==> src/rtl/mwo_pkg.sv <==
// Purpose: Shared constants and types for the muting with override block
// Assumes: 125 MHz system clock, registers on a 32-bit classic Wishbone slave
// Notes: All configured times are held in milliseconds or seconds
package mwo_pkg;
  // Register byte offsets
  localparam logic [7:0] ADR_CFG = 8'h00;
  localparam logic [7:0] ADR_TMO = 8'h04;
  localparam logic [7:0] ADR_WIN = 8'h08;
  localparam logic [7:0] ADR_STAT = 8'h0C;
  // Configuration field positions
  localparam int CFG_TTYPE = 0;
  localparam int CFG_EN_USED = 1;
  localparam int CFG_EN_ONLY = 2;
  localparam int CFG_DIR_LO = 3;
  localparam int CFG_CLOSE_SENS = 5;
  localparam int CFG_BLIND_EN = 6;
  localparam int CFG_OV_MAINT = 7;
  localparam int CFG_RST_MON = 8;
  localparam int CFG_OVOUT_EN = 9;
  localparam int CFG_REQ_EN = 10;
  localparam int CFG_W = 11;
  // Reset values: sequential, always enabled, both directions, 10 s timeouts
  localparam logic [31:0] CFG_RST = 32'h0000_0000;
  localparam logic [31:0] TMO_RST = 32'h000A_000A;
  localparam logic [31:0] WIN_RST = 32'h00FA_07D0;
  // Direction codes
  localparam logic [1:0] DIR_BOTH = 2'h0;
  localparam logic [1:0] DIR_UP = 2'h1;
  localparam logic [1:0] DIR_DOWN = 2'h2;
  // Timing
  localparam int CLK_PERIOD_NS = 8;
  localparam int TICK_PERIOD_NS = 1_000_000;
  localparam int TICK_CYC = (TICK_PERIOD_NS + CLK_PERIOD_NS - 1) / CLK_PERIOD_NS;
  localparam logic [31:0] MS_PER_S = 32'h0000_03E8;
  localparam logic [31:0] CNT_MAX = 32'hFFFF_FFFF;
  // Muting sequence states
  typedef enum logic [3:0] {
    MS_IDLE = 4'b0001,
    MS_FIRST = 4'b0010,
    MS_ACTIVE = 4'b0100,
    MS_BLIND = 4'b1000
  } mwo_mstate_t;
  // Override states
  typedef enum logic [1:0] {
    OV_IDLE = 2'b01,
    OV_ACTIVE = 2'b10
  } mwo_ostate_t;
endpackage

==> src/rtl/mwo_top.sv <==
// Purpose: Safety muting function with attached override function
// Assumes: Pins are asynchronous and pass two flip-flops; one 125 MHz clock
// Notes: Overview of operation follows
// Overview of operation
// RULE1: Muting cycle longer than configured timeout is aborted at once; zero is unlimited. The code does not apply the timeout in the blind state.
// RULE2: Without the enable option muting counts as always enabled.
// RULE3: Enable/disable mode starts a cycle only after a rising enable edge.
// RULE4: Enable/disable mode aborts muting on a falling enable edge in any state.
// RULE5: Enable-only mode never stops a cycle; enable must drop before rearming.
// RULE6: Direction limits sensor order: both ways, one to four, or four to one.
// RULE7: Curtain close ends on curtain rising; sensor close on third sensor clearing.
// RULE8: Curtain close with blind time keeps the curtain seen high after close.
// RULE9: T-type muting activates when both sensors occupy within the window.
// RULE10: T-type muting ends when either of its two sensors releases.
// RULE11: T-type cycle starts only with both sensors low and curtain high.
// RULE12: The two first sensors must activate within the configured sensor time.
// RULE13: Override starts only with muting output low and something occupied.
// RULE14: Override ends when everything is clear or its timeout expires.
// RULE15: Maintained override needs the request held; re-raising allows another.
// RULE16: Pulsed override starts on one request edge; restart needs a new edge.
// RULE17: Override timeout is configurable, zero meaning infinite, and ends override.
// RULE18: Optional active-high output shows override active.
// RULE19: Optional active-high output shows override may be requested.
// RULE20: Muting output high: reset enables output; low: output follows override.
// RULE21: Manual reset takes a rising edge; monitored needs rise then fall.
// RULE22: Sequential muting activates on one then two, or four then three.
// RULE23: Times are counted in one millisecond ticks, cleared at interval start.
//
// Implementation choices: the Wishbone slave port and the register offsets.
`timescale 1ns/1ps

////////////////////////////////////////////////////////////////////////////////
// Millisecond interval counter, saturating so a stuck cycle never wraps
module mwo_timer
  import mwo_pkg::*;
(
  input wire logic i_clk_sys,
  input wire logic i_resetn,
  input wire logic i_clr,
  input wire logic i_tick,
  output logic [31:0] o_cnt
);
  always_ff @(posedge i_clk_sys or negedge i_resetn) begin
    if (!i_resetn) begin
      o_cnt <= 32'h0000_0000;
    end else if (i_clr) begin
      o_cnt <= 32'h0000_0000; // [RULE23]
    end else if (i_tick && o_cnt != CNT_MAX) begin
      o_cnt <= o_cnt + 32'h0000_0001;
    end
  end
endmodule

////////////////////////////////////////////////////////////////////////////////
module mwo_top
  import mwo_pkg::*;
#(
  parameter int P_TICK_CYC = TICK_CYC
) (
  // Clock and reset
  input wire logic i_clk_sys,
  input wire logic i_resetn,
  // Wishbone slave
  input wire logic i_wb_cyc,
  input wire logic i_wb_stb,
  input wire logic i_wb_we,
  input wire logic [7:0] i_wb_adr,
  input wire logic [3:0] i_wb_sel,
  input wire logic [31:0] i_wb_dat,
  output logic [31:0] o_wb_dat,
  output logic o_wb_ack,
  // Field pins
  input wire logic i_sensor_one,
  input wire logic i_sensor_two,
  input wire logic i_sensor_three,
  input wire logic i_sensor_four,
  input wire logic i_curtain,
  input wire logic i_enable,
  input wire logic i_override_req,
  input wire logic i_reset_cmd,
  // Results
  output logic o_muting_out,
  output logic o_muting_active,
  output logic o_override_active_out,
  output logic o_override_request_ok,
  output logic o_safety_switching_output
);

  //////////////////////////////////////////////////////////////////////////////
  // Pin synchronisers and edge history
  logic [7:0] meta_reg;
  logic [7:0] sync_reg;
  logic [7:0] prev_reg;
  always_ff @(posedge i_clk_sys or negedge i_resetn) begin
    if (!i_resetn) begin
      meta_reg <= 8'h10;
      sync_reg <= 8'h10;
      prev_reg <= 8'h10;
    end else begin
      meta_reg <= {i_reset_cmd, i_override_req, i_enable, i_curtain,
                   i_sensor_four, i_sensor_three, i_sensor_two, i_sensor_one};
      sync_reg <= meta_reg;
      prev_reg <= sync_reg;
    end
  end
  wire [3:0] sens = sync_reg[3:0];
  wire [3:0] sens_prev = prev_reg[3:0];
  wire curt = sync_reg[4];
  wire curt_rise = sync_reg[4] & ~prev_reg[4];
  wire en_rise = sync_reg[5] & ~prev_reg[5];
  wire en_fall = ~sync_reg[5] & prev_reg[5];
  wire orq = sync_reg[6];
  wire orq_rise = sync_reg[6] & ~prev_reg[6];
  wire rst_rise = sync_reg[7] & ~prev_reg[7];
  wire rst_fall = ~sync_reg[7] & prev_reg[7];

  //////////////////////////////////////////////////////////////////////////////
  // Registers and Wishbone slave; unmapped reads give zero, writes are dropped
  logic [31:0] cfg_reg;
  logic [31:0] tmo_reg;
  logic [31:0] win_reg;
  logic [31:0] stat_w;
  wire wb_req = i_wb_cyc & i_wb_stb & ~o_wb_ack;
  wire wb_wr = wb_req & i_wb_we;
  wire [31:0] wb_mask = {{8{i_wb_sel[3]}}, {8{i_wb_sel[2]}}, {8{i_wb_sel[1]}}, {8{i_wb_sel[0]}}};
  wire [31:0] rd_mux = (i_wb_adr == ADR_CFG) ? cfg_reg :
                       (i_wb_adr == ADR_TMO) ? tmo_reg :
                       (i_wb_adr == ADR_WIN) ? win_reg :
                       (i_wb_adr == ADR_STAT) ? stat_w : 32'h0000_0000;
  always_ff @(posedge i_clk_sys or negedge i_resetn) begin
    if (!i_resetn) begin
      cfg_reg <= CFG_RST;
      tmo_reg <= TMO_RST;
      win_reg <= WIN_RST;
      o_wb_ack <= 1'b0;
      o_wb_dat <= 32'h0000_0000;
    end else begin
      o_wb_ack <= wb_req;
      o_wb_dat <= wb_req ? rd_mux : 32'h0000_0000;
      if (wb_wr && i_wb_adr == ADR_CFG) begin
        cfg_reg <= ((cfg_reg & ~wb_mask) | (i_wb_dat & wb_mask)) & 32'h0000_07FF;
      end
      if (wb_wr && i_wb_adr == ADR_TMO) begin
        tmo_reg <= (tmo_reg & ~wb_mask) | (i_wb_dat & wb_mask);
      end
      if (wb_wr && i_wb_adr == ADR_WIN) begin
        win_reg <= (win_reg & ~wb_mask) | (i_wb_dat & wb_mask);
      end
    end
  end
  wire ttype = cfg_reg[CFG_TTYPE];
  wire en_used = cfg_reg[CFG_EN_USED];
  wire en_only = cfg_reg[CFG_EN_ONLY];
  wire [1:0] dir = cfg_reg[CFG_DIR_LO +: 2];
  wire close_sens = cfg_reg[CFG_CLOSE_SENS];
  wire blind_en = cfg_reg[CFG_BLIND_EN] & ~close_sens;
  wire ov_maint = cfg_reg[CFG_OV_MAINT];
  wire rst_mon = cfg_reg[CFG_RST_MON];
  // Timeout seconds become milliseconds here; a zero timeout keeps the interval unlimited
  wire [31:0] mute_lim = {16'h0000, tmo_reg[15:0]} * MS_PER_S;
  wire [31:0] ov_lim = {16'h0000, tmo_reg[31:16]} * MS_PER_S;
  wire [31:0] sens_lim = {16'h0000, win_reg[15:0]};
  wire [31:0] blind_lim = {16'h0000, win_reg[31:16]};

  //////////////////////////////////////////////////////////////////////////////
  // Millisecond tick and interval timers
  logic [31:0] div_reg;
  logic tick_reg;
  always_ff @(posedge i_clk_sys or negedge i_resetn) begin
    if (!i_resetn) begin
      div_reg <= 32'h0000_0000;
      tick_reg <= 1'b0;
    end else begin
      tick_reg <= (div_reg == 32'(P_TICK_CYC - 1)); // [RULE23]
      div_reg <= (div_reg == 32'(P_TICK_CYC - 1)) ? 32'h0000_0000 : div_reg + 32'h0000_0001;
    end
  end
  mwo_mstate_t mst_reg;
  mwo_mstate_t mst_next;
  mwo_ostate_t ost_reg;
  mwo_ostate_t ost_next;
  logic [31:0] cyc_cnt;
  logic [31:0] win_cnt;
  logic [31:0] blind_cnt;
  logic [31:0] ov_cnt;
  mwo_timer u_cyc (.i_clk_sys(i_clk_sys), .i_resetn(i_resetn),
    .i_clr(mst_reg == MS_IDLE), .i_tick(tick_reg), .o_cnt(cyc_cnt));
  mwo_timer u_win (.i_clk_sys(i_clk_sys), .i_resetn(i_resetn),
    .i_clr(mst_reg != MS_FIRST), .i_tick(tick_reg), .o_cnt(win_cnt));
  mwo_timer u_blind (.i_clk_sys(i_clk_sys), .i_resetn(i_resetn),
    .i_clr(mst_reg != MS_BLIND), .i_tick(tick_reg), .o_cnt(blind_cnt));
  mwo_timer u_ov (.i_clk_sys(i_clk_sys), .i_resetn(i_resetn),
    .i_clr(ost_reg != OV_ACTIVE), .i_tick(tick_reg), .o_cnt(ov_cnt));

  //////////////////////////////////////////////////////////////////////////////
  // Muting sequence
  logic armed_reg;
  logic dir_down_reg;
  logic dir_down_next;
  wire arm_ok = ~en_used | armed_reg; // [RULE2]
  wire en_abort = en_used & ~en_only & en_fall; // [RULE4]
  wire pre_clear = (sens_prev == 4'h0) & prev_reg[4];
  wire may_start = arm_ok & pre_clear & curt; // [RULE11]
  wire up_start = (dir != DIR_DOWN) & (sens == 4'b0001); // [RULE6]
  wire dn_start = (dir != DIR_UP) & (sens == 4'b1000); // [RULE6]
  wire t_any = (sens[1:0] != 2'b00);
  wire first_s = dir_down_reg ? sens[3] : sens[0];
  wire second_s = dir_down_reg ? sens[2] : sens[1];
  wire third_fall = dir_down_reg ? (~sens[1] & sens_prev[1]) : (~sens[2] & sens_prev[2]);
  wire cyc_over = (tmo_reg[15:0] != 16'h0000) & (cyc_cnt >= mute_lim); // [RULE1]
  wire win_over = win_cnt > sens_lim; // [RULE12]
  wire blind_over = blind_cnt >= blind_lim;
  wire pair_on = ttype ? (sens[1:0] == 2'b11) : (first_s & second_s);
  wire pair_held = ttype ? t_any : first_s;

  always_comb begin
    mst_next = mst_reg;
    dir_down_next = dir_down_reg;
    unique case (mst_reg)
      MS_IDLE: begin
        if (may_start && ttype && t_any && sens[3:2] == 2'b00) begin
          mst_next = (sens[1:0] == 2'b11) ? MS_ACTIVE : MS_FIRST; // [RULE9]
          dir_down_next = 1'b0;
        end else if (may_start && !ttype && (up_start || dn_start)) begin
          mst_next = MS_FIRST; // [RULE22]
          dir_down_next = dn_start;
        end
      end
      MS_FIRST: begin
        if (win_over || !pair_held) begin
          mst_next = MS_IDLE; // [RULE12]
        end else if (pair_on) begin
          mst_next = MS_ACTIVE; // [RULE9] [RULE22]
        end
      end
      MS_ACTIVE: begin
        if (ttype && sens[1:0] != 2'b11) begin
          mst_next = MS_IDLE; // [RULE10]
        end else if (!ttype && close_sens && third_fall) begin
          mst_next = MS_IDLE; // [RULE7]
        end else if (!ttype && !close_sens && curt_rise) begin
          mst_next = (blind_en && blind_lim != 32'h0000_0000) ? MS_BLIND : MS_IDLE; // [RULE7]
        end
      end
      MS_BLIND: begin
        if (blind_over) begin
          mst_next = MS_IDLE; // [RULE8]
        end
      end
      default: mst_next = MS_IDLE;
    endcase
    if (mst_reg != MS_BLIND && cyc_over) begin
      mst_next = MS_IDLE; // [RULE1]
    end
    if (en_abort) begin
      mst_next = MS_IDLE; // [RULE4]
    end
  end

  wire starting = (mst_reg == MS_IDLE) && (mst_next != MS_IDLE);
  wire muted_next = (mst_next == MS_ACTIVE) || (mst_next == MS_BLIND); // [RULE8]
  always_ff @(posedge i_clk_sys or negedge i_resetn) begin
    if (!i_resetn) begin
      mst_reg <= MS_IDLE;
      dir_down_reg <= 1'b0;
      armed_reg <= 1'b0;
    end else begin
      mst_reg <= mst_next;
      dir_down_reg <= dir_down_next;
      // An edge is consumed by the start so a level never opens two cycles
      armed_reg <= en_rise | (armed_reg & ~starting & ~en_abort); // [RULE3] [RULE5]
    end
  end

  //////////////////////////////////////////////////////////////////////////////
  // Override and block output
  logic mute_out_reg;
  logic rst_seen_reg;
  logic out_en_reg;
  wire occupied = (sens != 4'h0) | ~curt;
  wire ov_cond = ~mute_out_reg & occupied; // [RULE13]
  wire ov_tmo = (tmo_reg[31:16] != 16'h0000) & (ov_cnt >= ov_lim); // [RULE17]
  wire ov_stop = ~occupied | ov_tmo | (ov_maint & ~orq); // [RULE14] [RULE15]
  wire rst_evt = rst_mon ? (rst_fall & rst_seen_reg) : rst_rise; // [RULE21]

  always_comb begin
    ost_next = ost_reg;
    unique case (ost_reg)
      OV_IDLE: begin
        if (ov_cond && orq_rise) begin
          ost_next = OV_ACTIVE; // [RULE16]
        end
      end
      OV_ACTIVE: begin
        if (ov_stop) begin
          ost_next = OV_IDLE; // [RULE14]
        end
      end
      default: ost_next = OV_IDLE;
    endcase
  end

  always_ff @(posedge i_clk_sys or negedge i_resetn) begin
    if (!i_resetn) begin
      ost_reg <= OV_IDLE;
      mute_out_reg <= 1'b0;
      rst_seen_reg <= 1'b0;
      out_en_reg <= 1'b0;
      o_muting_out <= 1'b0;
      o_muting_active <= 1'b0;
      o_override_active_out <= 1'b0;
      o_override_request_ok <= 1'b0;
      o_safety_switching_output <= 1'b0;
    end else begin
      ost_reg <= ost_next;
      mute_out_reg <= curt | muted_next;
      rst_seen_reg <= rst_rise | (rst_seen_reg & ~rst_fall);
      out_en_reg <= mute_out_reg & (out_en_reg | rst_evt); // [RULE20]
      o_muting_out <= mute_out_reg;
      o_muting_active <= (mst_reg == MS_ACTIVE);
      o_override_active_out <= cfg_reg[CFG_OVOUT_EN] & (ost_reg == OV_ACTIVE); // [RULE18]
      o_override_request_ok <= cfg_reg[CFG_REQ_EN] & (ost_reg == OV_IDLE) & ov_cond; // [RULE19]
      o_safety_switching_output <= (ost_reg == OV_ACTIVE) | (mute_out_reg & out_en_reg); // [RULE20]
    end
  end

  assign stat_w = {24'h00_0000, ost_reg, mst_reg, out_en_reg, mute_out_reg};
endmodule

==> config.mk <==
export PLATFORM = sky130hd
export DESIGN_NAME = mwo_top
export DESIGN_NICKNAME = d
export VERILOG_FILES = /design/src/rtl/mwo_pkg.sv /design/src/rtl/mwo_top.sv
export SDC_FILE = /design/constraint.sdc
export NUM_CORES = 1
export LEC_CHECK = 0
export BUFFER_PORTS_ARGS = -buffer_cell sky130_fd_sc_hd__buf_2
export CAP_MARGIN = 20
export CELL_PAD_IN_SITES_DETAIL_PLACEMENT = 1
export CELL_PAD_IN_SITES_GLOBAL_PLACEMENT = 1
export CORE_MARGIN = 10
export CORE_UTILIZATION = 40
export CTS_CLUSTER_DIAMETER = 100
export DETAILED_ROUTE_END_ITERATION = 16
export HOLD_SLACK_MARGIN = 0.15
export PLACE_DENSITY_LB_ADDON = 0.05
export SKIP_LAST_GASP = 1
export SLEW_MARGIN = 20
export SYNTH_ARGS = -nofsm -noshare
export SYNTH_HDL_FRONTEND = slang
export SYNTH_HIERARCHICAL = 1
export SYNTH_SLANG_ARGS = --single-unit
==> constraint.sdc <==
create_clock -name i_clk_sys -period 8.91 [get_ports i_clk_sys]
set_input_delay 1.782 -clock i_clk_sys [delete_from_list [all_inputs] [get_ports i_clk_sys]]
set_output_delay 1.782 -clock i_clk_sys [all_outputs]
set_load 0.01 [all_outputs]
======== Yosys cells after proc, flatten, opt, wreduce, memory -nomap -nowiden ========
Cells that the tools add are included.
word-level totals
  input bits .............................. 57
  output and inout bits ................... 38
  flip-flop bits (word level) ............. 309
operators by class
  $lt $le $gt $ge ......................... 4
  $add $sub $neg .......................... 5
  equal/unequal tests ..................... 28
  reduce and logical (&&, ||, !) cells .... 42
  bitwise gates (word level) .............. 69
  mux-type cells .......................... 38
  $mul .................................... 2
operators by type and width
  cell                   count
  $mux 32                13
  $add 32x1->32 const B  5
  $ne 32x32->1 const B   4
  $and 32x32->32         3
  $ge 32x26->1           2
  $or 32x32->32          2
  $mul 16x7->23 const B  2
  $mux 4                 11
  $and 1x1->1            33
  $eq 32x17->1 const B   1
  $ge 32x16->1           1
  $gt 32x16->1           1
  $not 32->32            1
  $reduce_bool 16->1     2
  $reduce_bool 32->1     1
  $logic_and 1x1->1      21
  $not 1->1              19
  $eq 8x4->1 const B     2
  $pmux 4 s4             1
  $eq 4x4->1 const B     3
  $reduce_bool 2->1      6
  $and 11x11->11         1
  $or 11x11->11          1
  $ne 2x2->1 const B     5
  other kinds (23)       47

======== Longest topological paths before layout ========
Gate-level depths: netlist (run 1).
  depth in word-level cells ............... 17
  depth in mapped cells ................... 27
  depth with buffers taken out ............ 27

======== Cells and area by module ========
The synthesis (run 1) kept the hierarchy.
modules (own cells, without submodules)
  module     area an instance (um^2)  sequential area each (um^2)  times used  cells an instance
  mwo_top    14,456.4                 4,555.6                      1           1,355
  mwo_timer  1,854.3                  800.8                        4           198

======== Worst setup path before layout (run 1) ========
No wires, ideal clock.
  path type ............................... register to register
  start ................................... register (tool-made name)
  end ..................................... register mst_reg[0]
  path buffers ............................ 0
  stages on the path, launching flop included .. 24
  required time ........................... 8,816 ps
  slack ................................... 2,301 ps
  clock period less this slack ............ 6,609 ps
  arrival ................................. 6,515 ps
  cell sequence ........................... dfstp_2 inv_1 fa_1 fa_1 fa_1 fa_1 inv_1 ha_1 a211o_1 or3_1 o211ai_1 o31ai_1 o41ai_2 o2111ai_1 a21oi_1 xnor2_1 ha_1 nor4_1 nand2_1 nor4_1 nand3_1 o41ai_2 nand2_1 or4_1
RTL lines
  element               line            text
  to (signal assigned)  mwo_top.sv:268  mst_reg <= mst_next;
  to (decl)             mwo_top.sv:178  mwo_mstate_t mst_reg;

==> results_dict.tcl, run 1 <==
set metrics [dict create \
    status "complete, no violations" \
    clk_pin_slew_ns 0.06 \
    hold_path.class "register to register" \
    io_buffer_count 94 \
    cts_setup_buffers 0 \
    finClkSkew_ns 0.02143 \
    vias 16451 \
    yosys-top-cells-area "dfrtp_1 (33%), ha_1 (12%), fa_1 (9.9%), mux2_2 (4.9%), nor2_1 (3.4%)" \
    clock_latency_ns 0.57 \
    drive_gt1_frac 0.1501 \
    hpwl_um 48390 \
    cap_violations 0 \
    place_ws_ns 1.253 \
    drtIter0Drc 667 \
    timing.slew.headroom 0.3444 \
    crit_type "register to register" \
    finalHoldViolCount 0 \
    drc 0 \
    power.switching_mw 0.7884 \
    fmax_mhz 132.2 \
    ys_warn_count 6 \
    fin_hold_ws_ns 0.3462 \
    clock_power_share 0.497 \
    synth_edf_count 0 \
    start_util 0.4049 \
    path_max_fanout 6 \
    drt-total-wl_um 62870 \
    peakVddDrop_mv 0.1280 \
    setup-violations-final 0 \
    crit_arrival_ns 8.04 \
    viasPerCell 5.528 \
    areaGrowthSynthToFinish_pct 11.59 \
    htree_levels 2 \
    numCtsBuffers 40 \
    synth_top_cell_by_area "dfrtp_1" \
    finalCriticalPeriod_ns 7.567 \
    power_leakage_nw 11.32 \
    ctsResizeCount 0 \
    drtAntennaViolNets 0 \
    die_w_um 253.8 \
    synthArstFlopShare 1.000 \
    p_int_mw 2.401 \
    period_share 0.8492 \
    syn_nets 2515 \
    synth_common_cells "dfrtp_1 (288), ha_1 (203), nor2_1 (201)" \
    root_buffer "clkbuf_16" \
    wl_per_cell_um 21.13 \
    swShare 0.2472 \
    synth_top_area_frac 0.3295 \
    ctsHoldBuffers 0 \
    layout.nets 2616 \
    p_comb_frac 0.055 \
    tns_ns 0 \
    grt_max_degree 144 \
    ys_seq_area_frac 0.3547 \
    grt_pass1_vias 17906 \
    fp.dieH_um 253.8 \
    grt_pass1_wl_um 100700 \
    postSynthCellCount 2147 \
    fin_ws_ns 1.343 \
    synth_cell_type_count 72 \
    cts_buffer_depth 3 \
    syn-cell-area_um2 21870 \
    p_per_area_nw_per_um2 130.7 \
    rsz0062_at_grt "false" \
    crit_path_start_kind "register" \
    critPathRequiredTime_ns 9.38 \
    cts_tree "built" \
    synth_top_flop_cell "dfrtp_1" \
    final_area_um2 24410 \
    synth_most_common_cell "dfrtp_1" \
    overflow 0 \
    seqPwrFrac 0.449 \
    end_kind "register" \
    synth-seq-cells 309 \
    p_total_mw 3.190 \
    dr.pass1.iters 5 \
    avgSynthCellArea_um2 10.19 \
    slew_viol_final 0 \
    clock-sinks 309 \
    io_pins 95 \
    place_congestion 0.8540 \
    worstMarginPinSlew_ns 0.9810 \
    grt_use_total 0.1974 \
    placed_area_um2 23130 \
    num_rows 85 \
    core-area_um2 54030 \
    dieArea_um2 64440 \
    antenna_found_initial 4 \
]
-- worst max-delay path: stages, from the launching register on --
cell       delay [ns]
dfstp_2          0.59
inv_1            0.14
fa_1             0.59
fa_1             0.44
fa_1             0.50
fa_1             0.51
inv_1            0.04
ha_1             0.34
a211o_1          0.30
or3_1            0.32
o211ai_1         0.30
o31ai_1          0.18
o41ai_2          0.40
o2111ai_1        0.18
a21oi_1          0.20
xnor2_1          0.10
ha_1             0.19
nor4_1           0.27
nand2_1          0.08
nor4_1           0.29
nand3_1          0.14
o41ai_2          0.59
nand2_1          0.21
or4_1            0.56
-- worst paths after layout --
| kind | from | end | slack, ns | depth (start not counted) |
|---|---|---|---|---|
| min | meta_reg[5]$_DFF_PN0_ | sync_reg[5]$_DFF_PN0_ | 0.35 | 0 |
| max reg2reg | register | mst_reg[0]$_DFF_PN1_ | 1.34 | 23 |
| max | register | mst_reg[0]$_DFF_PN1_ | 1.34 | 23 |
| max in group asynchronous | i_resetn | div_reg[19]$_DFF_PN0_ | 6.14 | 2 |
| min in group asynchronous | i_resetn | u_cyc/o_cnt[8]$_DFFE_PN0P_ | 1.21 | 1 |
| min reg2reg | meta_reg[5]$_DFF_PN0_ | sync_reg[5]$_DFF_PN0_ | 0.35 | 0 |
-- layout make-up --
type	count	area (µm²)
antenna	1	2.502
clock buffer	57	1145
clock inverter	16	133.9
fill	6073	29620
inverter	200	750.7
multi-input combinational	1593	13180
sequential	309	7759
tap	696	870.8
timing repair buffer	104	568.0
-- cell families after synthesis --
logic type / Yosys count / share of synthesized area
flip-flops: 309 / 0.3547
multiplexers: 114 / 0.05857
adder cells (fa/ha/maj): 312 / 0.2154
AO/OA/AOI/OAI: 323 / 0.1010
XOR/XNOR: 117 / 0.04685
AND/OR/NAND/NOR: 727 / 0.1802
buffers and inverters: 245 / 0.04319
-- per-stage QoR --
stage	util	std cells
floorplan	-	2147
global placement	0.4280	2902
detailed placement	0.4280	2902
CTS	0.4517	2975
global route	0.4518	2976
finish	0.4518	2976
-- power by group through the flow --
stage	Clock (mW)	Combinational, mW	Sequential, mW
after CTS	1.64	0.179	1.43
after floorplan	0	0.0874	1.45
final	1.58	0.174	1.43
after detailed placement	0	0.178	1.46
after global placement	0	0.174	1.46
after global routing	1.70	0.197	1.43
-- layout by cell type (no fill, tap or decap), drive strengths merged, types with 32 or more instances in the layout --
| master | instances |
|---|---|
| ha | 203 |
| fa | 108 |
| clkbuf | 57 |
| a21o | 38 |
| and3 | 44 |
| inv | 201 |
| mux2 | 100 |
| nand3 | 88 |
| xnor2 | 69 |
| nor3 | 32 |
| a21oi | 91 |
| nand4 | 51 |
| nor4 | 54 |
| nand2 | 101 |
| o21ai | 50 |
| nor2 | 201 |
| xor2 | 48 |
| nor2b | 39 |
| buf | 104 |
| dfrtp | 288 |
-- layer usage --
metal	global-route usage	up-vias	wire, µm
li1	-	7771	-
met1	0.2598	8363	28930
met2	0.3253	229	29740
met3	0.03146	88	2356
met4	0.06653	0	1841
met5	0	-	0
(Power assumes the default switching activity.)
==> run 2: changes to the inputs <==
--- a/config.mk
+++ b/config.mk
@@ -5,6 +5,7 @@
 export SDC_FILE = /design/constraint.sdc
 export NUM_CORES = 1
 export LEC_CHECK = 0
+export ABC_AREA = 1
 export BUFFER_PORTS_ARGS = -buffer_cell sky130_fd_sc_hd__buf_2
 export CAP_MARGIN = 20
 export CELL_PAD_IN_SITES_DETAIL_PLACEMENT = 1
==> constraint.sdc (replaced) <==
create_clock -name i_clk_sys -period 7.62 [get_ports i_clk_sys]
set_input_delay 1.524 -clock i_clk_sys [delete_from_list [all_inputs] [get_ports i_clk_sys]]
set_output_delay 1.524 -clock i_clk_sys [all_outputs]
set_load 0.01 [all_outputs]
==> run 2 against run 1 <==
Against the previous run: cell count grew 37%; sequential power grew 17%; routed wire length grew 22%; largest power group unchanged; critical endpoint is now armed_reg$_DFF_PN0_; highest routed layer is now met5; count of clock-buffer cells in the layout is the same; die area grew 11%.
==> results_dict.tcl, run 2 <==
set metrics [dict create \
    synth_edf_count 0 \
    cap_violations 0 \
    ctsResizeCount 0 \
    period_share 0.7711 \
    dieArea_um2 71560 \
    drc 0 \
    cts_tree "built" \
    cts_setup_buffers 0 \
    yosys-top-cells-area "dfrtp_1 (29%), nand2_1 (13%), ha_1 (10%), fa_1 (8.8%), inv_1 (6.5%)" \
    final_cell_mix "nand2_1 (853), inv_1 (427), nor2_1 (316)" \
    crit_path_start_kind "register" \
    fillers 7489 \
    io_buffer_count 94 \
    critPathRequiredTime_ns 8.10 \
    htree_levels 2 \
    grt_max_degree 118 \
    end_kind "register" \
    start_util 0.4052 \
    clock-sinks 309 \
    cpPeakStageDelay_ns 0.61 \
    place_ws_ns 1.759 \
    hpwl_um 59340 \
    final_common_cell "nand2_1" \
    num_rows 90 \
    p_per_area_nw_per_um2 149.9 \
    synth_top_flop_cell "dfrtp_1" \
    path_delay_family "adder cells" \
    grt_use_total 0.2169 \
    power_leakage_nw 13.10 \
    synth_top_area_frac 0.2941 \
    layout.nets 3639 \
    avgSynthCellArea_um2 7.715 \
    worst-path-buf-inv 3 \
    postSynthCellCount 3176 \
    hold_path.class "register to register" \
    antenna_found_initial 4 \
    synth_cell_type_count 58 \
    fp.dieH_um 267.5 \
    worstMarginPinSlew_ns 0.9926 \
    vias 21454 \
    synthArstFlopShare 1.000 \
    synth_most_common_cell "nand2_1" \
    slowest_stage "fa_1" \
    path_max_fanout 7 \
    peakVddDrop_mv 0.1403 \
    drtAntennaViolNets 0 \
    crit_arrival_ns 6.35 \
    drive_gt1_frac 0.09416 \
    overflow 0 \
    finClkSkew_ns 0.01344 \
    status "complete, no violations" \
    place_congestion 0.8698 \
    ys_seq_area_frac 0.3167 \
    grt_pass1_vias 22874 \
    syn-cell-area_um2 24500 \
    io_pins 95 \
    synth-seq-cells 309 \
    core-area_um2 60470 \
    tns_ns 0 \
    fmax_mhz 170.2 \
    crit_type "register to register" \
    slew_viol_final 0 \
    ctsHoldBuffers 0 \
    fin_ws_ns 1.744 \
    clk_pin_slew_ns 0.06 \
    synth_top_cell_by_area "dfrtp_1" \
    critPathMostFrequentCell "nand2_1" \
    drt-total-wl_um 76630 \
    wl_per_cell_um 18.75 \
    synth_common_cells "nand2_1 (853), inv_1 (427), nor2_1 (316)" \
    die_w_um 267.5 \
    finalCriticalPeriod_ns 5.876 \
    rsz0062_at_grt "false" \
    cts_buffer_depth 3 \
    dr.pass1.iters 7 \
    grt_pass1_wl_um 124900 \
    setup-violations-final 0 \
    syn_nets 3544 \
    clock_latency_ns 0.59 \
    viasPerCell 5.251 \
    finalHoldViolCount 0 \
    root_buffer "clkbuf_16" \
    timing.slew.headroom 0.3382 \
    numCtsBuffers 41 \
    drtIter0Drc 1069 \
    ys_warn_count 6 \
    areaGrowthSynthToFinish_pct 10.91 \
]
[run 2: worst register-to-register path: stages, from the launching register on]
cell and delay [ns]:
dfrtp_1 0.54, inv_1 0.19, fa_1 0.61, fa_1 0.45, fa_1 0.50, fa_1 0.52, inv_1 0.04, ha_1 0.34
a21o_1 0.20, inv_1 0.07, nor2_1 0.04, nor2_1 0.10, nand2_1 0.09, nand2_1 0.09, nand2_1 0.09, a21oi_1 0.24
o21ai_1 0.13, xnor2_1 0.19, ha_1 0.27, a21oi_1 0.15, o21a_1 0.13, nand2_1 0.06, a21oi_1 0.13, nand3_1 0.15
nand2_1 0.19, nand4_1 0.11, nand2_1 0.09, nand2_1 0.04
[run 2: layout make-up]
| cell class | count | area, µm² | share of cell area |
|---|---|---|---|
| multi-input combinational | 2369 | 14700 | 0.5409 |
| sequential | 309 | 7760 | 0.2855 |
| inverter | 445 | 1673 | 0.06156 |
| clock buffer | 57 | 1167 | 0.04296 |
| tap | 782 | 978.4 | 0.03600 |
| timing repair buffer | 105 | 563.0 | 0.02072 |
| clock inverter | 18 | 332.8 | 0.01225 |
| antenna | 1 | 2.502 | 0.00009208 |
[run 2: through the flow]
| step | cell area [µm²] | utilization | hold slack, ns | power (mW) | cells |
|---|---|---|---|---|---|
| 2_1_floorplan | 24500 | - | 0.3312 | 1.814 | 3176 |
| 3_3_place_gp | 25670 | 0.4245 | 0.3430 | 1.919 | 4010 |
| 3_5_place_dp | 25670 | 0.4245 | 0.3370 | 1.925 | 4010 |
| 4_1_cts | 27170 | 0.4493 | 0.3595 | 4.138 | 4085 |
| 5_1_grt | 27170 | 0.4494 | 0.3689 | 4.223 | 4085 |
| 6_report | 27180 | 0.4494 | 0.3532 | 4.075 | 4086 |
[run 2: worst paths after layout]
kind                                       startpoint                    endpoint  slack [ns]  cells after the start
worst max-delay path                         register         armed_reg$_DFF_PN0_        1.74                     27
max in group asynchronous                    i_resetn          tick_reg$_DFF_PN0_        5.02                      2
worst max register to register               register         armed_reg$_DFF_PN0_        1.74                     27
min in group asynchronous                    i_resetn  u_cyc/o_cnt[2]$_DFFE_PN0P_        0.97                      1
worst min-delay path            meta_reg[6]$_DFF_PN0_       sync_reg[6]$_DFF_PN0_        0.35                      0
worst min register to register  meta_reg[6]$_DFF_PN0_       sync_reg[6]$_DFF_PN0_        0.35                      0
[run 2: logic make-up (layout without fill, tap and decap cells)]
logic type,after synthesis,count (layout),synth area share
simple gates,1595,1595,0.2927
other cells,0,1,0
xor+xnor,97,97,0.03467
flops,309,309,0.3167
compound gates,365,365,0.08027
buf+inv,498,625,0.08344
mux,1,1,0.0004085
fa+ha+maj,311,311,0.1919
[run 2: where the power goes]
part | internal, mW | leakage [nW] | total (mW) | switching, mW
Sequential | 1.66 | 4.16 | 1.67 | 0.0144
Combinational | 0.0618 | 8.21 | 0.221 | 0.159
Clock | 1.35 | 0.725 | 2.18 | 0.832
Total | 3.07 | 13.1 | 4.07 | 1.01
[run 2: per-layer routing]
metal  vias up  track usage  part of all wire
met5         -            0           0.00030
met3        82      0.03146             0.045
met1     10653       0.3069              0.49
met4         4      0.05069             0.019
met2       321       0.3442              0.45
li1      10394            -                 -
